## config.mk

```make
export PLATFORM = sky130hd
export DESIGN_NAME = sensor_output_event_controller
export DESIGN_NICKNAME = d
export VERILOG_FILES = /design/src/input_filter.v /design/src/sensor_output_event_controller.v
export VERILOG_INCLUDE_DIRS = /design/src
export SDC_FILE = /design/constraint.sdc
export NUM_CORES = 1
export LEC_CHECK = 0
export ABC_CLOCK_PERIOD_IN_PS = 7300
export BUFFER_PORTS_ARGS = -buffer_cell sky130_fd_sc_hd__buf_4
export CAP_MARGIN = 20
export CORE_MARGIN = 2
export CORE_UTILIZATION = 30
export CTS_CLUSTER_SIZE = 20
export DETAILED_ROUTE_END_ITERATION = 16
export GPL_TIMING_DRIVEN = 0
export PLACE_DENSITY = 0.51
export SLEW_MARGIN = 20
export SYNTH_ARGS = -nofsm -noshare
export SYNTH_HDL_FRONTEND = slang
export SYNTH_SLANG_ARGS = --single-unit
export TNS_END_PERCENT = 20
```

## constraint.sdc

```tcl
create_clock -name clock -period 7.3 [get_ports clock]
set_clock_uncertainty 0.05 [all_clocks]
set_input_delay 0.73 -clock clock [delete_from_list [all_inputs] [get_ports clock]]
set_output_delay 0.73 -clock clock [all_outputs]
set_load 0.01 [all_outputs]
```

## src/sensor_output_map.vh

```
// Constants of the sensor output event controller: register map, fields, resets, timing
`ifndef SENSOR_OUTPUT_MAP_VH
`define SENSOR_OUTPUT_MAP_VH

// Clock rate and documented times
`define CLOCK_HZ            100000000
`define MS_PER_S            1000
`define HOLD_TIME_MS        1000
`define ZOOM_RATE_HZ        60

// Register byte offsets on the Avalon-MM slave
`define REG_CTRL            8'h00
`define REG_DEACT_MS        8'h04
`define REG_RAMP_MS         8'h08
`define REG_SAMPLE_MS       8'h0C
`define REG_DUTY_DEFAULT    8'h10
`define REG_STATUS          8'h14

// Control register fields
`define CTRL_ACTIVE_LOW     0
`define CTRL_OPEN_DRAIN     1
`define CTRL_METAL_MODE     2
`define CTRL_COIL_TOUCH_EN  3
`define CTRL_WIDTH          4

// Status register fields
`define STAT_STATE_LO       0
`define STAT_STATE_HI       1
`define STAT_ZOOM           2
`define STAT_DIM_UP         3
`define STAT_EVENT          4
`define STAT_OUT_LEVEL      5
`define STAT_DUTY_LO        8
`define STAT_DUTY_HI        15

// Reset values, standing in for the stored configuration
`define RST_CTRL            4'h0
`define RST_DEACT_MS        16'h2710
`define RST_RAMP_MS         16'h000A
`define RST_SAMPLE_MS       16'h0064
`define RST_DUTY_DEFAULT    8'hFF

// Output states
`define ST_INACTIVE         2'h0
`define ST_PWM              2'h1
`define ST_ACTIVE           2'h2

// Synchronised input bit positions
`define IN_MOTION           0
`define IN_IR_BLOCKED       1
`define IN_PROX             2
`define IN_TOUCH            3
`define IN_METAL            4
`define IN_COIL_TOUCH       5
`define IN_COUNT            6

`endif

```

## src/input_filter.v

```verilog
// Three-stage pin synchroniser with agreement filter
`timescale 1ns/1ps
module input_filter #(
  parameter WIDTH = 1
) (
  input  wire             clock,
  input  wire             rst,
  input  wire [WIDTH-1:0] pin,
  output wire [WIDTH-1:0] level
);

  reg [WIDTH-1:0] meta_q;
  reg [WIDTH-1:0] sync2_q;
  reg [WIDTH-1:0] sync3_q;
  reg [WIDTH-1:0] level_q;
  integer         i;

  ////////////////////////////////////////////////////////////////////////////
  // Shift chain; a change counts once stages two and three agree
  always @(posedge clock or posedge rst) begin
    if (rst) begin
      meta_q  <= {WIDTH{1'b0}};
      sync2_q <= {WIDTH{1'b0}};
      sync3_q <= {WIDTH{1'b0}};
      level_q <= {WIDTH{1'b0}};
    end else begin
      meta_q  <= pin;
      sync2_q <= meta_q;
      sync3_q <= sync2_q;
      for (i = 0; i < WIDTH; i = i + 1) begin
        if (sync2_q[i] == sync3_q[i]) begin
          level_q[i] <= sync3_q[i];
        end
      end
    end
  end

  assign level = level_q;

endmodule // input_filter

```

## src/sensor_output_event_controller.v

```verilog
// Output state machine, PWM dimming, sampler rate and Avalon-MM registers
`timescale 1ns/1ps
`include "sensor_output_map.vh"
module sensor_output_event_controller #(
  parameter integer MS_CYCLES   = `CLOCK_HZ / `MS_PER_S,
  parameter integer HOLD_CYCLES = (`CLOCK_HZ / `MS_PER_S) * `HOLD_TIME_MS,
  parameter integer ZOOM_CYCLES = `CLOCK_HZ / `ZOOM_RATE_HZ,
  parameter integer DUTY_WIDTH  = 8
) (
  input  wire        clock,
  input  wire        rst,
  input  wire [7:0]  address,
  input  wire        read,
  input  wire        write,
  input  wire [31:0] writedata,
  output reg  [31:0] readdata,
  output wire        waitrequest,
  input  wire        infrared_motion_sensor,
  input  wire        ir_blocked,
  input  wire        prox_detect,
  input  wire        touch_detect,
  input  wire        metal_detect,
  input  wire        coil_touch,
  output wire        out_level,
  output wire        out_oe,
  output wire        event_out,
  output wire        sample_strobe,
  output wire        zoom_mode
);

  localparam [DUTY_WIDTH-1:0] DUTY_MAX = {DUTY_WIDTH{1'b1}};
  localparam [DUTY_WIDTH-1:0] DUTY_MIN = {DUTY_WIDTH{1'b0}};

  // Synchronised pins
  wire [`IN_COUNT-1:0] pins;
  wire [`IN_COUNT-1:0] lvl;
  reg  [`IN_COUNT-1:0] lvl_prev_q;
  wire                 motion_rise;
  wire                 prox_rise;
  wire                 touch_rise;

  // Configuration registers
  reg [`CTRL_WIDTH-1:0]  ctrl_q;
  reg [15:0]             deact_ms_q;
  reg [15:0]             ramp_ms_q;
  reg [15:0]             sample_ms_q;
  reg [DUTY_WIDTH-1:0]   duty_default_q;

  // Bus handshake
  reg                    ack_q;
  wire                   access;
  wire                   wr_take;

  // Output control state
  reg [1:0]              state_q;
  reg [1:0]              state_d;
  reg [DUTY_WIDTH-1:0]   duty_q;
  reg                    dim_up_q;
  reg                    holding_q;
  reg [31:0]             hold_cnt_q;
  reg                    dimming_q;
  reg [31:0]             ms_cnt_q;
  wire                   ms_tick;
  reg [15:0]             deact_cnt_q;
  reg [15:0]             ramp_cnt_q;
  reg                    zoom_q;
  reg [31:0]             sample_cnt_q;
  wire [31:0]            sample_limit;
  reg                    sample_q;
  reg [DUTY_WIDTH-1:0]   pwm_cnt_q;
  reg                    out_on_q;
  reg                    event_q;
  wire                   metal_mode;
  wire                   metal_block;
  wire                   on_level;

  ////////////////////////////////////////////////////////////////////////////
  // Pin synchronisers
  assign pins[`IN_MOTION]     = infrared_motion_sensor;
  assign pins[`IN_IR_BLOCKED] = ir_blocked;
  assign pins[`IN_PROX]       = prox_detect;
  assign pins[`IN_TOUCH]      = touch_detect;
  assign pins[`IN_METAL]      = metal_detect;
  assign pins[`IN_COIL_TOUCH] = coil_touch;

  input_filter #(
    .WIDTH (`IN_COUNT)
  ) u_input_filter (
    .clock (clock),
    .rst   (rst),
    .pin   (pins),
    .level (lvl)
  );

  // Edge detection on filtered levels
  always @(posedge clock or posedge rst) begin
    if (rst) begin
      lvl_prev_q <= {`IN_COUNT{1'b0}};
    end else begin
      lvl_prev_q <= lvl;
    end
  end

  assign motion_rise = lvl[`IN_MOTION] & ~lvl_prev_q[`IN_MOTION];
  assign prox_rise   = lvl[`IN_PROX] & ~lvl_prev_q[`IN_PROX];
  assign touch_rise  = lvl[`IN_TOUCH] & ~lvl_prev_q[`IN_TOUCH];

  ////////////////////////////////////////////////////////////////////////////
  // Avalon-MM handshake: one wait cycle, answer on the second edge
  assign access      = read | write;
  assign waitrequest = access & ~ack_q;
  assign wr_take     = write & ack_q;

  always @(posedge clock or posedge rst) begin
    if (rst) begin
      ack_q <= 1'b0;
    end else begin
      ack_q <= access & ~ack_q;
    end
  end

  // Configuration writes; reset values act as the stored configuration
  always @(posedge clock or posedge rst) begin
    if (rst) begin
      ctrl_q         <= `RST_CTRL;
      deact_ms_q     <= `RST_DEACT_MS;
      ramp_ms_q      <= `RST_RAMP_MS;
      sample_ms_q    <= `RST_SAMPLE_MS;
      duty_default_q <= `RST_DUTY_DEFAULT;
    end else if (wr_take) begin
      case (address)
        `REG_CTRL:         ctrl_q         <= writedata[`CTRL_WIDTH-1:0];
        `REG_DEACT_MS:     deact_ms_q     <= writedata[15:0];
        `REG_RAMP_MS:      ramp_ms_q      <= writedata[15:0];
        `REG_SAMPLE_MS:    sample_ms_q    <= writedata[15:0];
        `REG_DUTY_DEFAULT: duty_default_q <= writedata[DUTY_WIDTH-1:0];
        default:           ctrl_q         <= ctrl_q;
      endcase
    end
  end

  // Read data captured in the wait cycle, stands at the answer edge
  always @(posedge clock or posedge rst) begin
    if (rst) begin
      readdata <= 32'h00000000;
    end else if (read & ~ack_q) begin
      readdata <= 32'h00000000;
      case (address)
        `REG_CTRL:         readdata[`CTRL_WIDTH-1:0] <= ctrl_q;
        `REG_DEACT_MS:     readdata[15:0]            <= deact_ms_q;
        `REG_RAMP_MS:      readdata[15:0]            <= ramp_ms_q;
        `REG_SAMPLE_MS:    readdata[15:0]            <= sample_ms_q;
        `REG_DUTY_DEFAULT: readdata[DUTY_WIDTH-1:0]  <= duty_default_q;
        `REG_STATUS: begin
          readdata[`STAT_STATE_HI:`STAT_STATE_LO] <= state_q;
          readdata[`STAT_ZOOM]                    <= zoom_q;
          readdata[`STAT_DIM_UP]                  <= dim_up_q;
          readdata[`STAT_EVENT]                   <= event_q;
          readdata[`STAT_OUT_LEVEL]               <= out_on_q;
          readdata[`STAT_DUTY_HI:`STAT_DUTY_LO]   <= duty_q;
        end
        default:           readdata <= 32'h00000000;
      endcase
    end
  end

  ////////////////////////////////////////////////////////////////////////////
  // Millisecond time base for deactivation and ramp timers
  assign ms_tick = (ms_cnt_q == MS_CYCLES - 1);

  always @(posedge clock or posedge rst) begin
    if (rst) begin
      ms_cnt_q <= 32'h00000000;
    end else if (ms_tick) begin
      ms_cnt_q <= 32'h00000000;
    end else begin
      ms_cnt_q <= ms_cnt_q + 32'h00000001;
    end
  end

  ////////////////////////////////////////////////////////////////////////////
  // Output state decision
  assign metal_mode  = ctrl_q[`CTRL_METAL_MODE];
  assign metal_block = ctrl_q[`CTRL_COIL_TOUCH_EN] & lvl[`IN_COIL_TOUCH];

  always @* begin
    state_d = state_q;
    if (metal_mode) begin
      if (!metal_block) begin
        state_d = lvl[`IN_METAL] ? `ST_INACTIVE : `ST_ACTIVE;
      end
    end else begin
      case (state_q)
        `ST_INACTIVE: begin
          if (touch_rise) begin
            state_d = `ST_ACTIVE;
          end else if (motion_rise) begin
            state_d = `ST_PWM;
          end
        end
        `ST_PWM: begin
          if (touch_rise) begin
            state_d = `ST_ACTIVE;
          end else if (!motion_rise && ms_tick && deact_cnt_q == 16'h0001) begin
            state_d = `ST_INACTIVE;
          end
        end
        `ST_ACTIVE: begin
          if (touch_rise) begin
            state_d = `ST_INACTIVE;
          end
        end
        default: state_d = `ST_INACTIVE;
      endcase
    end
  end

  always @(posedge clock or posedge rst) begin
    if (rst) begin
      state_q <= `ST_INACTIVE;
    end else begin
      state_q <= state_d;
    end
  end

  // Deactivation timer in milliseconds, reloaded on movement in PWM mode
  always @(posedge clock or posedge rst) begin
    if (rst) begin
      deact_cnt_q <= 16'h0000;
    end else if (state_d == `ST_PWM && (state_q != `ST_PWM || motion_rise)) begin
      deact_cnt_q <= deact_ms_q;
    end else if (state_q == `ST_PWM && ms_tick && deact_cnt_q != 16'h0000) begin
      deact_cnt_q <= deact_cnt_q - 16'h0001;
    end
  end

  ////////////////////////////////////////////////////////////////////////////
  // Touch hold timer and duty ramp
  always @(posedge clock or posedge rst) begin
    if (rst) begin
      holding_q  <= 1'b0;
      dimming_q  <= 1'b0;
      hold_cnt_q <= 32'h00000000;
    end else if (!metal_mode && state_q == `ST_INACTIVE && state_d == `ST_ACTIVE) begin
      holding_q  <= 1'b1;
      dimming_q  <= 1'b0;
      hold_cnt_q <= 32'h00000000;
    end else if (!lvl[`IN_TOUCH] || state_q != `ST_ACTIVE) begin
      holding_q  <= 1'b0;
      dimming_q  <= 1'b0;
    end else if (holding_q && !dimming_q) begin
      if (hold_cnt_q == HOLD_CYCLES - 1) begin
        dimming_q <= 1'b1;
      end else begin
        hold_cnt_q <= hold_cnt_q + 32'h00000001;
      end
    end
  end

  // Ramp: down first, turn up at zero, turn down at full, hold on release
  always @(posedge clock or posedge rst) begin
    if (rst) begin
      duty_q     <= `RST_DUTY_DEFAULT;
      dim_up_q   <= 1'b0;
      ramp_cnt_q <= 16'h0000;
    end else if (!dimming_q) begin
      dim_up_q   <= 1'b0;
      ramp_cnt_q <= 16'h0000;
    end else if (ms_tick) begin
      if (ramp_cnt_q + 16'h0001 >= ramp_ms_q) begin
        ramp_cnt_q <= 16'h0000;
        if (dim_up_q) begin
          if (duty_q == DUTY_MAX) begin
            dim_up_q <= 1'b0;
            duty_q   <= duty_q - 1'b1;
          end else begin
            duty_q   <= duty_q + 1'b1;
          end
        end else if (duty_q == DUTY_MIN) begin
          dim_up_q <= 1'b1;
          duty_q   <= duty_q + 1'b1;
        end else begin
          duty_q   <= duty_q - 1'b1;
        end
      end else begin
        ramp_cnt_q <= ramp_cnt_q + 16'h0001;
      end
    end
  end

  ////////////////////////////////////////////////////////////////////////////
  // Zoom mode: set by prox, left when prox and touch are both gone
  always @(posedge clock or posedge rst) begin
    if (rst) begin
      zoom_q <= 1'b0;
    end else if (prox_rise) begin
      zoom_q <= 1'b1;
    end else if (!lvl[`IN_PROX] && !lvl[`IN_TOUCH]) begin
      zoom_q <= 1'b0;
    end
  end

  // Electrode sample strobe at zoom or normal rate
  // A zero period gives a strobe every cycle instead of wrapping the limit
  assign sample_limit = zoom_q ? ZOOM_CYCLES - 1
                      : (sample_ms_q == 16'h0000) ? 32'h00000000
                      : sample_ms_q * MS_CYCLES - 1;

  always @(posedge clock or posedge rst) begin
    if (rst) begin
      sample_cnt_q <= 32'h00000000;
      sample_q     <= 1'b0;
    end else if (sample_cnt_q >= sample_limit) begin
      sample_cnt_q <= 32'h00000000;
      sample_q     <= 1'b1;
    end else begin
      sample_cnt_q <= sample_cnt_q + 32'h00000001;
      sample_q     <= 1'b0;
    end
  end

  ////////////////////////////////////////////////////////////////////////////
  // PWM generator and pin drive
  always @(posedge clock or posedge rst) begin
    if (rst) begin
      pwm_cnt_q <= DUTY_MIN;
      out_on_q  <= 1'b0;
    end else begin
      pwm_cnt_q <= pwm_cnt_q + 1'b1;
      case (state_q)
        `ST_PWM:    out_on_q <= (pwm_cnt_q < duty_default_q);
        `ST_ACTIVE: out_on_q <= (duty_q == DUTY_MAX) | (pwm_cnt_q < duty_q);
        default:    out_on_q <= 1'b0;
      endcase
    end
  end

  // Polarity and drive style
  assign on_level  = out_on_q ^ ctrl_q[`CTRL_ACTIVE_LOW];
  assign out_level = on_level;
  assign out_oe    = ctrl_q[`CTRL_OPEN_DRAIN] ? ~on_level : 1'b1;

  // Event pin on movement or blocked infrared sensor
  always @(posedge clock or posedge rst) begin
    if (rst) begin
      event_q <= 1'b0;
    end else begin
      event_q <= lvl[`IN_MOTION] | lvl[`IN_IR_BLOCKED];
    end
  end

  assign event_out     = event_q;
  assign sample_strobe = sample_q;
  assign zoom_mode     = zoom_q;

endmodule // sensor_output_event_controller

```

Word level (Yosys, flattened, before mapping)
Cells that the tools add are included.
{"block": "word_totals", "register_bits": 258, "latch_bits": 0, "mem_bits_rw": 0, "rom_bits": 0, "in_bits": 50, "output_inout_bits": 38, "elab_cells": 169, "memories": 0}
{"block": "op_classes", "n_addsub": 9, "n_mul": 1, "div_mod_pow": 0, "order_cmp": 4, "eq_ne": 25, "shifts": 0, "n_mux": 46, "bitwise_logic": 16, "n_reduce_logical": 36}
{"cell": "2-to-1 mux 32 bit", "count": 8}
{"cell": "adder 32 x 1 -> 32 bit, second input constant", "count": 3}
{"cell": "2-to-1 mux 16 bit", "count": 5}
{"cell": "equality test 32 x 17 -> 1 bit, second input constant", "count": 1}
{"cell": "equality test 32 x 27 -> 1 bit, second input constant", "count": 1}
{"cell": "greater-or-equal comparator 32 bit", "count": 1}
{"cell": "case mux 8 bit (4 select lines)", "count": 1}
{"cell": "subtractor 32 x 1 -> 32 bit, second input constant", "count": 1}
{"cell": "multiplier 16 x 12 -> 27 bit, second input constant", "count": 1}
{"cell": "2-to-1 mux 8 bit", "count": 3}
{"cell": "case mux 4 bit (6 select lines)", "count": 1}
{"cell": "adder 16 x 1 -> 16 bit, second input constant", "count": 1}
{"cell": "adder 8 x 1 -> 8 bit, second input constant", "count": 2}
{"cell": "equality test 16 x 1 -> 1 bit, second input constant", "count": 1}
{"cell": "equality test 8 x 4 -> 1 bit, second input constant", "count": 2}
{"cell": "equality test 8 x 5 -> 1 bit, second input constant", "count": 2}
{"cell": "greater-or-equal comparator 16 bit", "count": 1}
{"cell": "zero test 16 bit", "count": 1}
{"cell": "zero test 8 bit", "count": 2}
{"cell": "less-than comparator 8 bit", "count": 2}
{"cell": "2-to-1 mux 1 bit", "count": 16}
{"cell": "2-to-1 mux 2 bit", "count": 8}
{"cell": "nonzero test 16 bit", "count": 1}
{"cell": "subtractor 16 x 1 -> 16 bit, second input constant", "count": 1}
{"cell": "other kinds (24)", "count": 71}

Longest topological paths before layout
{"block": "logic_depth", "word_depth": 13, "mapped_depth": 32, "depth_no_buf": 30}

By module
Synthesis repeated with hierarchy kept, for this count alone.
{"block": "hier_totals", "cells_unflattened": 1819, "hier_area_um2": 17723.2}
{"module": "sensor_output_event_controller", "instances": 1, "cells_per_inst": 1788, "area_each_um2": 17051.4}
{"module": "input_filter", "instances": 1, "cells_per_inst": 31, "area_each_um2": 671.9}

Worst setup path before layout
No wires, ideal clock.
{"block": "synth_path", "path_type": "reg-to-reg", "from": "register sample_ms_q[6]", "to": "register sample_q (netlist: sample_strobe)", "setup_ns": 0.143, "arrival_time_ns": 6.457, "setup_slack_ns": 0.650, "path_stages_with_launch": 32, "path_buffers": 1, "synth_period_minus_slack_ns": 6.650, "path_cell_list": "dfstp_2 inv_1 ha_1 ha_1 inv_1 fa_1 inv_1 fa_1 inv_1 fa_1 inv_1 ha_1 and2b_1 o2111a_1 a221o_1 nor4_4 nand4b_2 nor4_4 nand2_1 xnor2_1 nand2_1 ha_1 a21o_1 a21oi_1 nor2b_1 o21ai_0 nand2b_1 a211oi_1 o21ai_0 inv_1 clkbuf_1 o21ai_0"}
{"block": "synth_via", "elab_chain_cells": 6}
{"item": "from (decl)", "line": "sensor_output_event_controller.v:46", "rtl": "reg [15:0] sample_ms_q;"}
{"item": "from (signal assigned)", "line": "sensor_output_event_controller.v:128", "rtl": "sample_ms_q <= `RST_SAMPLE_MS;"}
{"item": "from (signal assigned)", "line": "sensor_output_event_controller.v:135", "rtl": "`REG_SAMPLE_MS: sample_ms_q <= writedata[15:0];"}
{"item": "multiplier 16 x 12 -> 27 bit", "line": "sensor_output_event_controller.v:307", "rtl": ": sample_ms_q * MS_CYCLES - 1;"}
{"item": "subtractor 32 x 1 -> 32 bit", "line": "sensor_output_event_controller.v:307"}
{"item": "2-to-1 mux 32 bit *", "line": "sensor_output_event_controller.v:306", "rtl": ": (sample_ms_q == 16'h0000) ? 32'h00000000"}
{"item": "2-to-1 mux 32 bit *", "line": "sensor_output_event_controller.v:305", "rtl": "assign sample_limit = zoom_q ? ZOOM_CYCLES - 1"}
{"item": "greater-or-equal comparator 32 bit *", "line": "sensor_output_event_controller.v:313", "rtl": "end else if (sample_cnt_q >= sample_limit) begin"}
{"item": "2-to-1 mux 1 bit *", "line": "sensor_output_event_controller.v:313"}
{"item": "to (signal assigned)", "line": "sensor_output_event_controller.v:312", "rtl": "sample_q <= 1'b0;"}
{"item": "to (signal assigned)", "line": "sensor_output_event_controller.v:315", "rtl": "sample_q <= 1'b1;"}
{"item": "to (signal assigned)", "line": "sensor_output_event_controller.v:318", "rtl": "sample_q <= 1'b0;"}
{"item": "to (decl)", "line": "sensor_output_event_controller.v:69", "rtl": "reg sample_q;"}
Every way passes the cells marked *; elsewhere a longest branch is shown, timed or not.
A chain may end at the register's enable or synchronous reset.

Worst setup path after layout
{"block": "layout_path", "from": "register sample_ms_q[5]", "to": "register sample_cnt_q[26]"}
{"block": "layout_via", "elab_chain_cells": 6}
{"item": "multiplier 16 x 12 -> 27 bit", "line": "sensor_output_event_controller.v:307"}
{"item": "subtractor 32 x 1 -> 32 bit", "line": "sensor_output_event_controller.v:307"}
{"item": "2-to-1 mux 32 bit *", "line": "sensor_output_event_controller.v:306"}
{"item": "2-to-1 mux 32 bit *", "line": "sensor_output_event_controller.v:305"}
{"item": "greater-or-equal comparator 32 bit *", "line": "sensor_output_event_controller.v:313"}
{"item": "2-to-1 mux 32 bit *", "line": "sensor_output_event_controller.v:313"}
{"item": "to (signal assigned)", "line": "sensor_output_event_controller.v:317", "rtl": "sample_cnt_q <= sample_cnt_q + 32'h00000001;"}
{"item": "to (decl)", "line": "sensor_output_event_controller.v:67", "rtl": "reg [31:0] sample_cnt_q;"}
Marked as above.

==> summary by stage <==
Cells and area
Compared with the post-synthesis result, the final layout area differs by 15.9%. The number of standard cells in the layout, taps in and fillers out is around 2,700. The net count of the finished layout is 2,188. Measured on the finished design, the core utilization comes to a little over a third.

Fill cells in the final layout number ~6,000. The share of final-layout standard cells stronger than drive strength 1 is 14.2%.

Yosys
In this run, synthesis produced a sequential element count of around 260. The synthesized netlist cell count is about 1,800. After synthesis the cells add up to 17,700 µm².

The synthesized design contains 0 enable-type register cells. The sequential element share of the synthesized area is 36.6%. The post-synthesis async set-or-reset flop share is between 90% and 100%. A synthesized cell averages around 10 µm². The number of synthesis warnings is 0. The primary flip-flop cell chosen by synthesis mapping is sky130_fd_sc_hd__dfrtp_1. The number of different library cells used by synthesis comes to 80.

Timing
The relative slew slack is 34.7%. For the finished layout, the period the worst path requires is roughly 7000 ps. Setup violations remaining at the end of the flow were counted as 0.

The achievable frequency is 0.143 GHz. The hold violation count in the final report is 0. The final hold slack is between 150 and 200 ps.

The number of pins with negative max-slew slack in the final report is 0. The slew at the pin closest to its max-slew limit is 966 ps. The final worst slack is approximately 310 ps.

The ratio of final minimum period to clock period is between 90% and 100%.

Critical path
Of all nets on the critical path, the largest fanout is 10. The worst setup path is captured at a register. The launching element type of the critical path is a register. The type of the worst setup path is register to register. The biggest cell delay along the critical path is just over 600 ps. The highest-delay cell along the critical path is sky130_fd_sc_hd__dfstp_2. Data on the critical path is required at its endpoint by slightly below 8000 ps. Data arrives at the worst endpoint at around 7400 ps.

Global routing
The pin count of the biggest net entering global routing is 35. The first global-routing pass estimated between 70,000 and 80,000 µm of wire. The number of antenna violations at the first check in global routing is 2. The number of global-route vias before repair is between 10,000 and 15,000.

The global-route usage over all layers is between 10% and 20%. Summed over all layers, the global routing overflow is 0.

Floorplanning
The die is 247 µm wide. The area inside the core boundary is 57,900 µm². The number of top-level pins is between 80 and 90. The number of rows created at floorplan is 88. The floorplan step set the die height to around 250 µm. The die outline area is 60,800 µm².

The initial core utilization is between 30% and 40%.

Drt
The number of DRC markers after the initial detailed-route iteration is 773. Once detail routing completed, the nets flagged for antenna violations numbered 0. Before antenna repair, the detailed router went through 5 iterations. The total wirelength of the detailed-routed design is between 40,000 and 50,000 µm. In the final routed layout, each cell accounts on average for roughly 16 µm.

In the routed layout, each cell is associated on average with a via count of between 4 and 5. Across all layers, the routed design uses roughly 13,000 vias. The residual DRC count is 0.

Power and ir drop
The power density of the placed cells is 192 nW/µm². VDD sags by at most between 150 and 200 µV. Power comes to 3.93 mW. For this design the static power due to leakage is 10.2 nW.

Place
The port buffer count is between 50 and 60. The number of placed instances, taps included is between 2,000 and 3,000. At the placement stage, the worst setup path has a slack of -566 ps. The detailed placement HPWL is approximately 35,000 µm. Routability-driven placement finished with a final weighted congestion of ~0.86.

Clocking
CTS built an H-tree with a depth of 1. The clock edge transition at the registers on the reported setup and hold paths is around 70 ps. The later pin in the worst-skew pair is clocked with a latency of 590 ps. The number of sinks on the clock net is 257. In this run the deepest clock path goes through 3 buffers. The count of hold-fix buffers inserted at cts is 0. The root buffer cell chosen for the clock tree is sky130_fd_sc_hd__clkbuf_16.

The CTS tree is yes. Buffers inserted during clock tree synthesis total 31.

Worst hold path
The class of the tightest hold or removal check is input port to asynchronous set/reset pin.

Run status
The run finished with clean final reports.

Job
The tool flagged a number of max-cap violations equal to 0.
[power by group]
group / switching [mW] / total [mW] / internal, mW / leakage [nW]
Clock: 0.624 / 1.50 / 0.875 / 0.467
Combinational: 0.489 / 0.850 / 0.361 / 6.38
Sequential: 0.0854 / 1.58 / 1.50 / 3.30
Total: 1.20 / 3.93 / 2.73 / 10.2
[cells in the mapped netlist (38+ instances only)]
cell	count	area, µm²
sky130_fd_sc_hd__ha_1	183	2290
sky130_fd_sc_hd__nor2_1	112	420
sky130_fd_sc_hd__inv_1	187	702
sky130_fd_sc_hd__xnor2_1	90	788
sky130_fd_sc_hd__clkbuf_1	41	154
sky130_fd_sc_hd__xor2_1	79	692
sky130_fd_sc_hd__dfrtp_1	231	5780
sky130_fd_sc_hd__fa_1	42	841
sky130_fd_sc_hd__o21ai_0	57	285
sky130_fd_sc_hd__mux2_2	64	721
sky130_fd_sc_hd__nand2_1	140	526
sky130_fd_sc_hd__nand3_1	73	365
sky130_fd_sc_hd__and3_1	38	238
sky130_fd_sc_hd__a21oi_1	59	295
[per-stage QoR]
stage | cell area [µm²] | setup TNS (ps)
floorplan | 17700 | 0
CTS | 20300 | 0
global route | 20500 | -459
finish | 20500 | 0
detailed placement | 19300 | -16410
global placement | 19100 | -12170
[layout by cell type, fill, tap and decap left out, drive strengths merged, types with 13 or more instances in the layout]
cell type  Yosys  routed
a21o          28      28
a21oi         59      59
a222oi        14      14
a22o          17      17
a31oi         15      15
and3          38      38
buf           24      99
clkbuf        41      84
conb           1      16
dfrtp        231     231
dfstp         26      26
fa            42      42
ha           183     183
inv          187     188
mux2          64      64
nand2        141     141
nand2b        19      19
nand3         73      73
nand4         22      22
nor2         113     113
nor2b         13      13
nor3          27      27
nor4          23      23
o211a         31      31
o21ai         62      62
xnor2         90      90
xor2          79      79
[registers in the layout, summed over array words and instances (netlist names), 2 cells and up]
signal                  flops
hold_cnt_q                 32
ms_cnt_q                   32
sample_cnt_q               32
deact_cnt_q                16
deact_ms_q                 16
ramp_cnt_q                 16
ramp_ms_q                  16
readdata                   16
sample_ms_q                16
duty_default_q              8
duty_q                      8
pwm_cnt_q                   8
u_input_filter.level        6
u_input_filter.meta_q       6
u_input_filter.sync2_q      6
u_input_filter.sync3_q      6
ctrl_q                      4
lvl_prev_q                  3
state_q                     2
[cell type report]
type                    count  area [µm²]  share of cell area [%]
diodes                      2        5.00                  0.0244
plain buffers              63         324                    1.58
clock buffers              50         897                    4.38
clock inverters             7        86.3                   0.422
inverters                 187         706                    3.45
multi-input cells        1303       10400                    50.7
flip-flops and latches    257        6460                    31.6
well taps                 765         957                    4.67
repair buffers             70         661                    3.23
[worst paths after layout]
check                                                 end  cells after the start                     start  slack [ps]
worst min-delay path             u_input_filter.meta_q[1]                      2                       rst         200
worst min register to register  u_input_filter.sync2_q[2]                      0  u_input_filter.meta_q[2]         300
worst max register to register           sample_cnt_q[26]                     25            sample_ms_q[5]         310
max in group asynchronous                  deact_ms_q[13]                      6                       rst        5740
worst max-delay path                     sample_cnt_q[26]                     25            sample_ms_q[5]         310
min in group clock               u_input_filter.meta_q[5]                      1                coil_touch         200
[critical path, delay by kind of cell, from the launching register on]
family | cells | cell delay (ps)
fa+ha+maj | 7 | 2740
mux | 1 | 160
simple gates | 4 | 750
xor+xnor | 1 | 490
compound gates | 6 | 1430
buf+inv | 6 | 640
flops | 1 | 610
[cells by family (layout without fill, tap and decap cells)]
kind of cell | count (synthesis) | after routing | synth area share [%]
compound gates | 288 | 288 | 11.5
xor+xnor | 169 | 169 | 8.38
fa+ha+maj | 231 | 231 | 18.1
buf+inv | 252 | 377 | 5.76
flops | 257 | 257 | 36.6
mux | 72 | 72 | 4.53
other cells | 1 | 18 | 0.0212
simple gates | 527 | 527 | 15.1
[repair_timing]
action | CTS | global route
setup buffers | 0 | 8
resized for setup | 14 | 30
pin swaps | 1 | 6
setup endpoints to repair | 33 | 33
[per-layer routing]
| metal | track usage [%] | part of all wire (%) | up-vias | wire (µm) |
|---|---|---|---|---|
| met5 | 0 | 0 | - | 0 |
| met3 | 2.17 | 4.0 | 72 | 1770 |
| li1 | - | - | 6460 | - |
| met1 | 19.3 | 46 | 6460 | 20200 |
| met4 | 4.00 | 2.8 | 0 | 1230 |
| met2 | 25.0 | 48 | 201 | 21100 |
No activity file was read; power rests on OpenSTA's default activity.
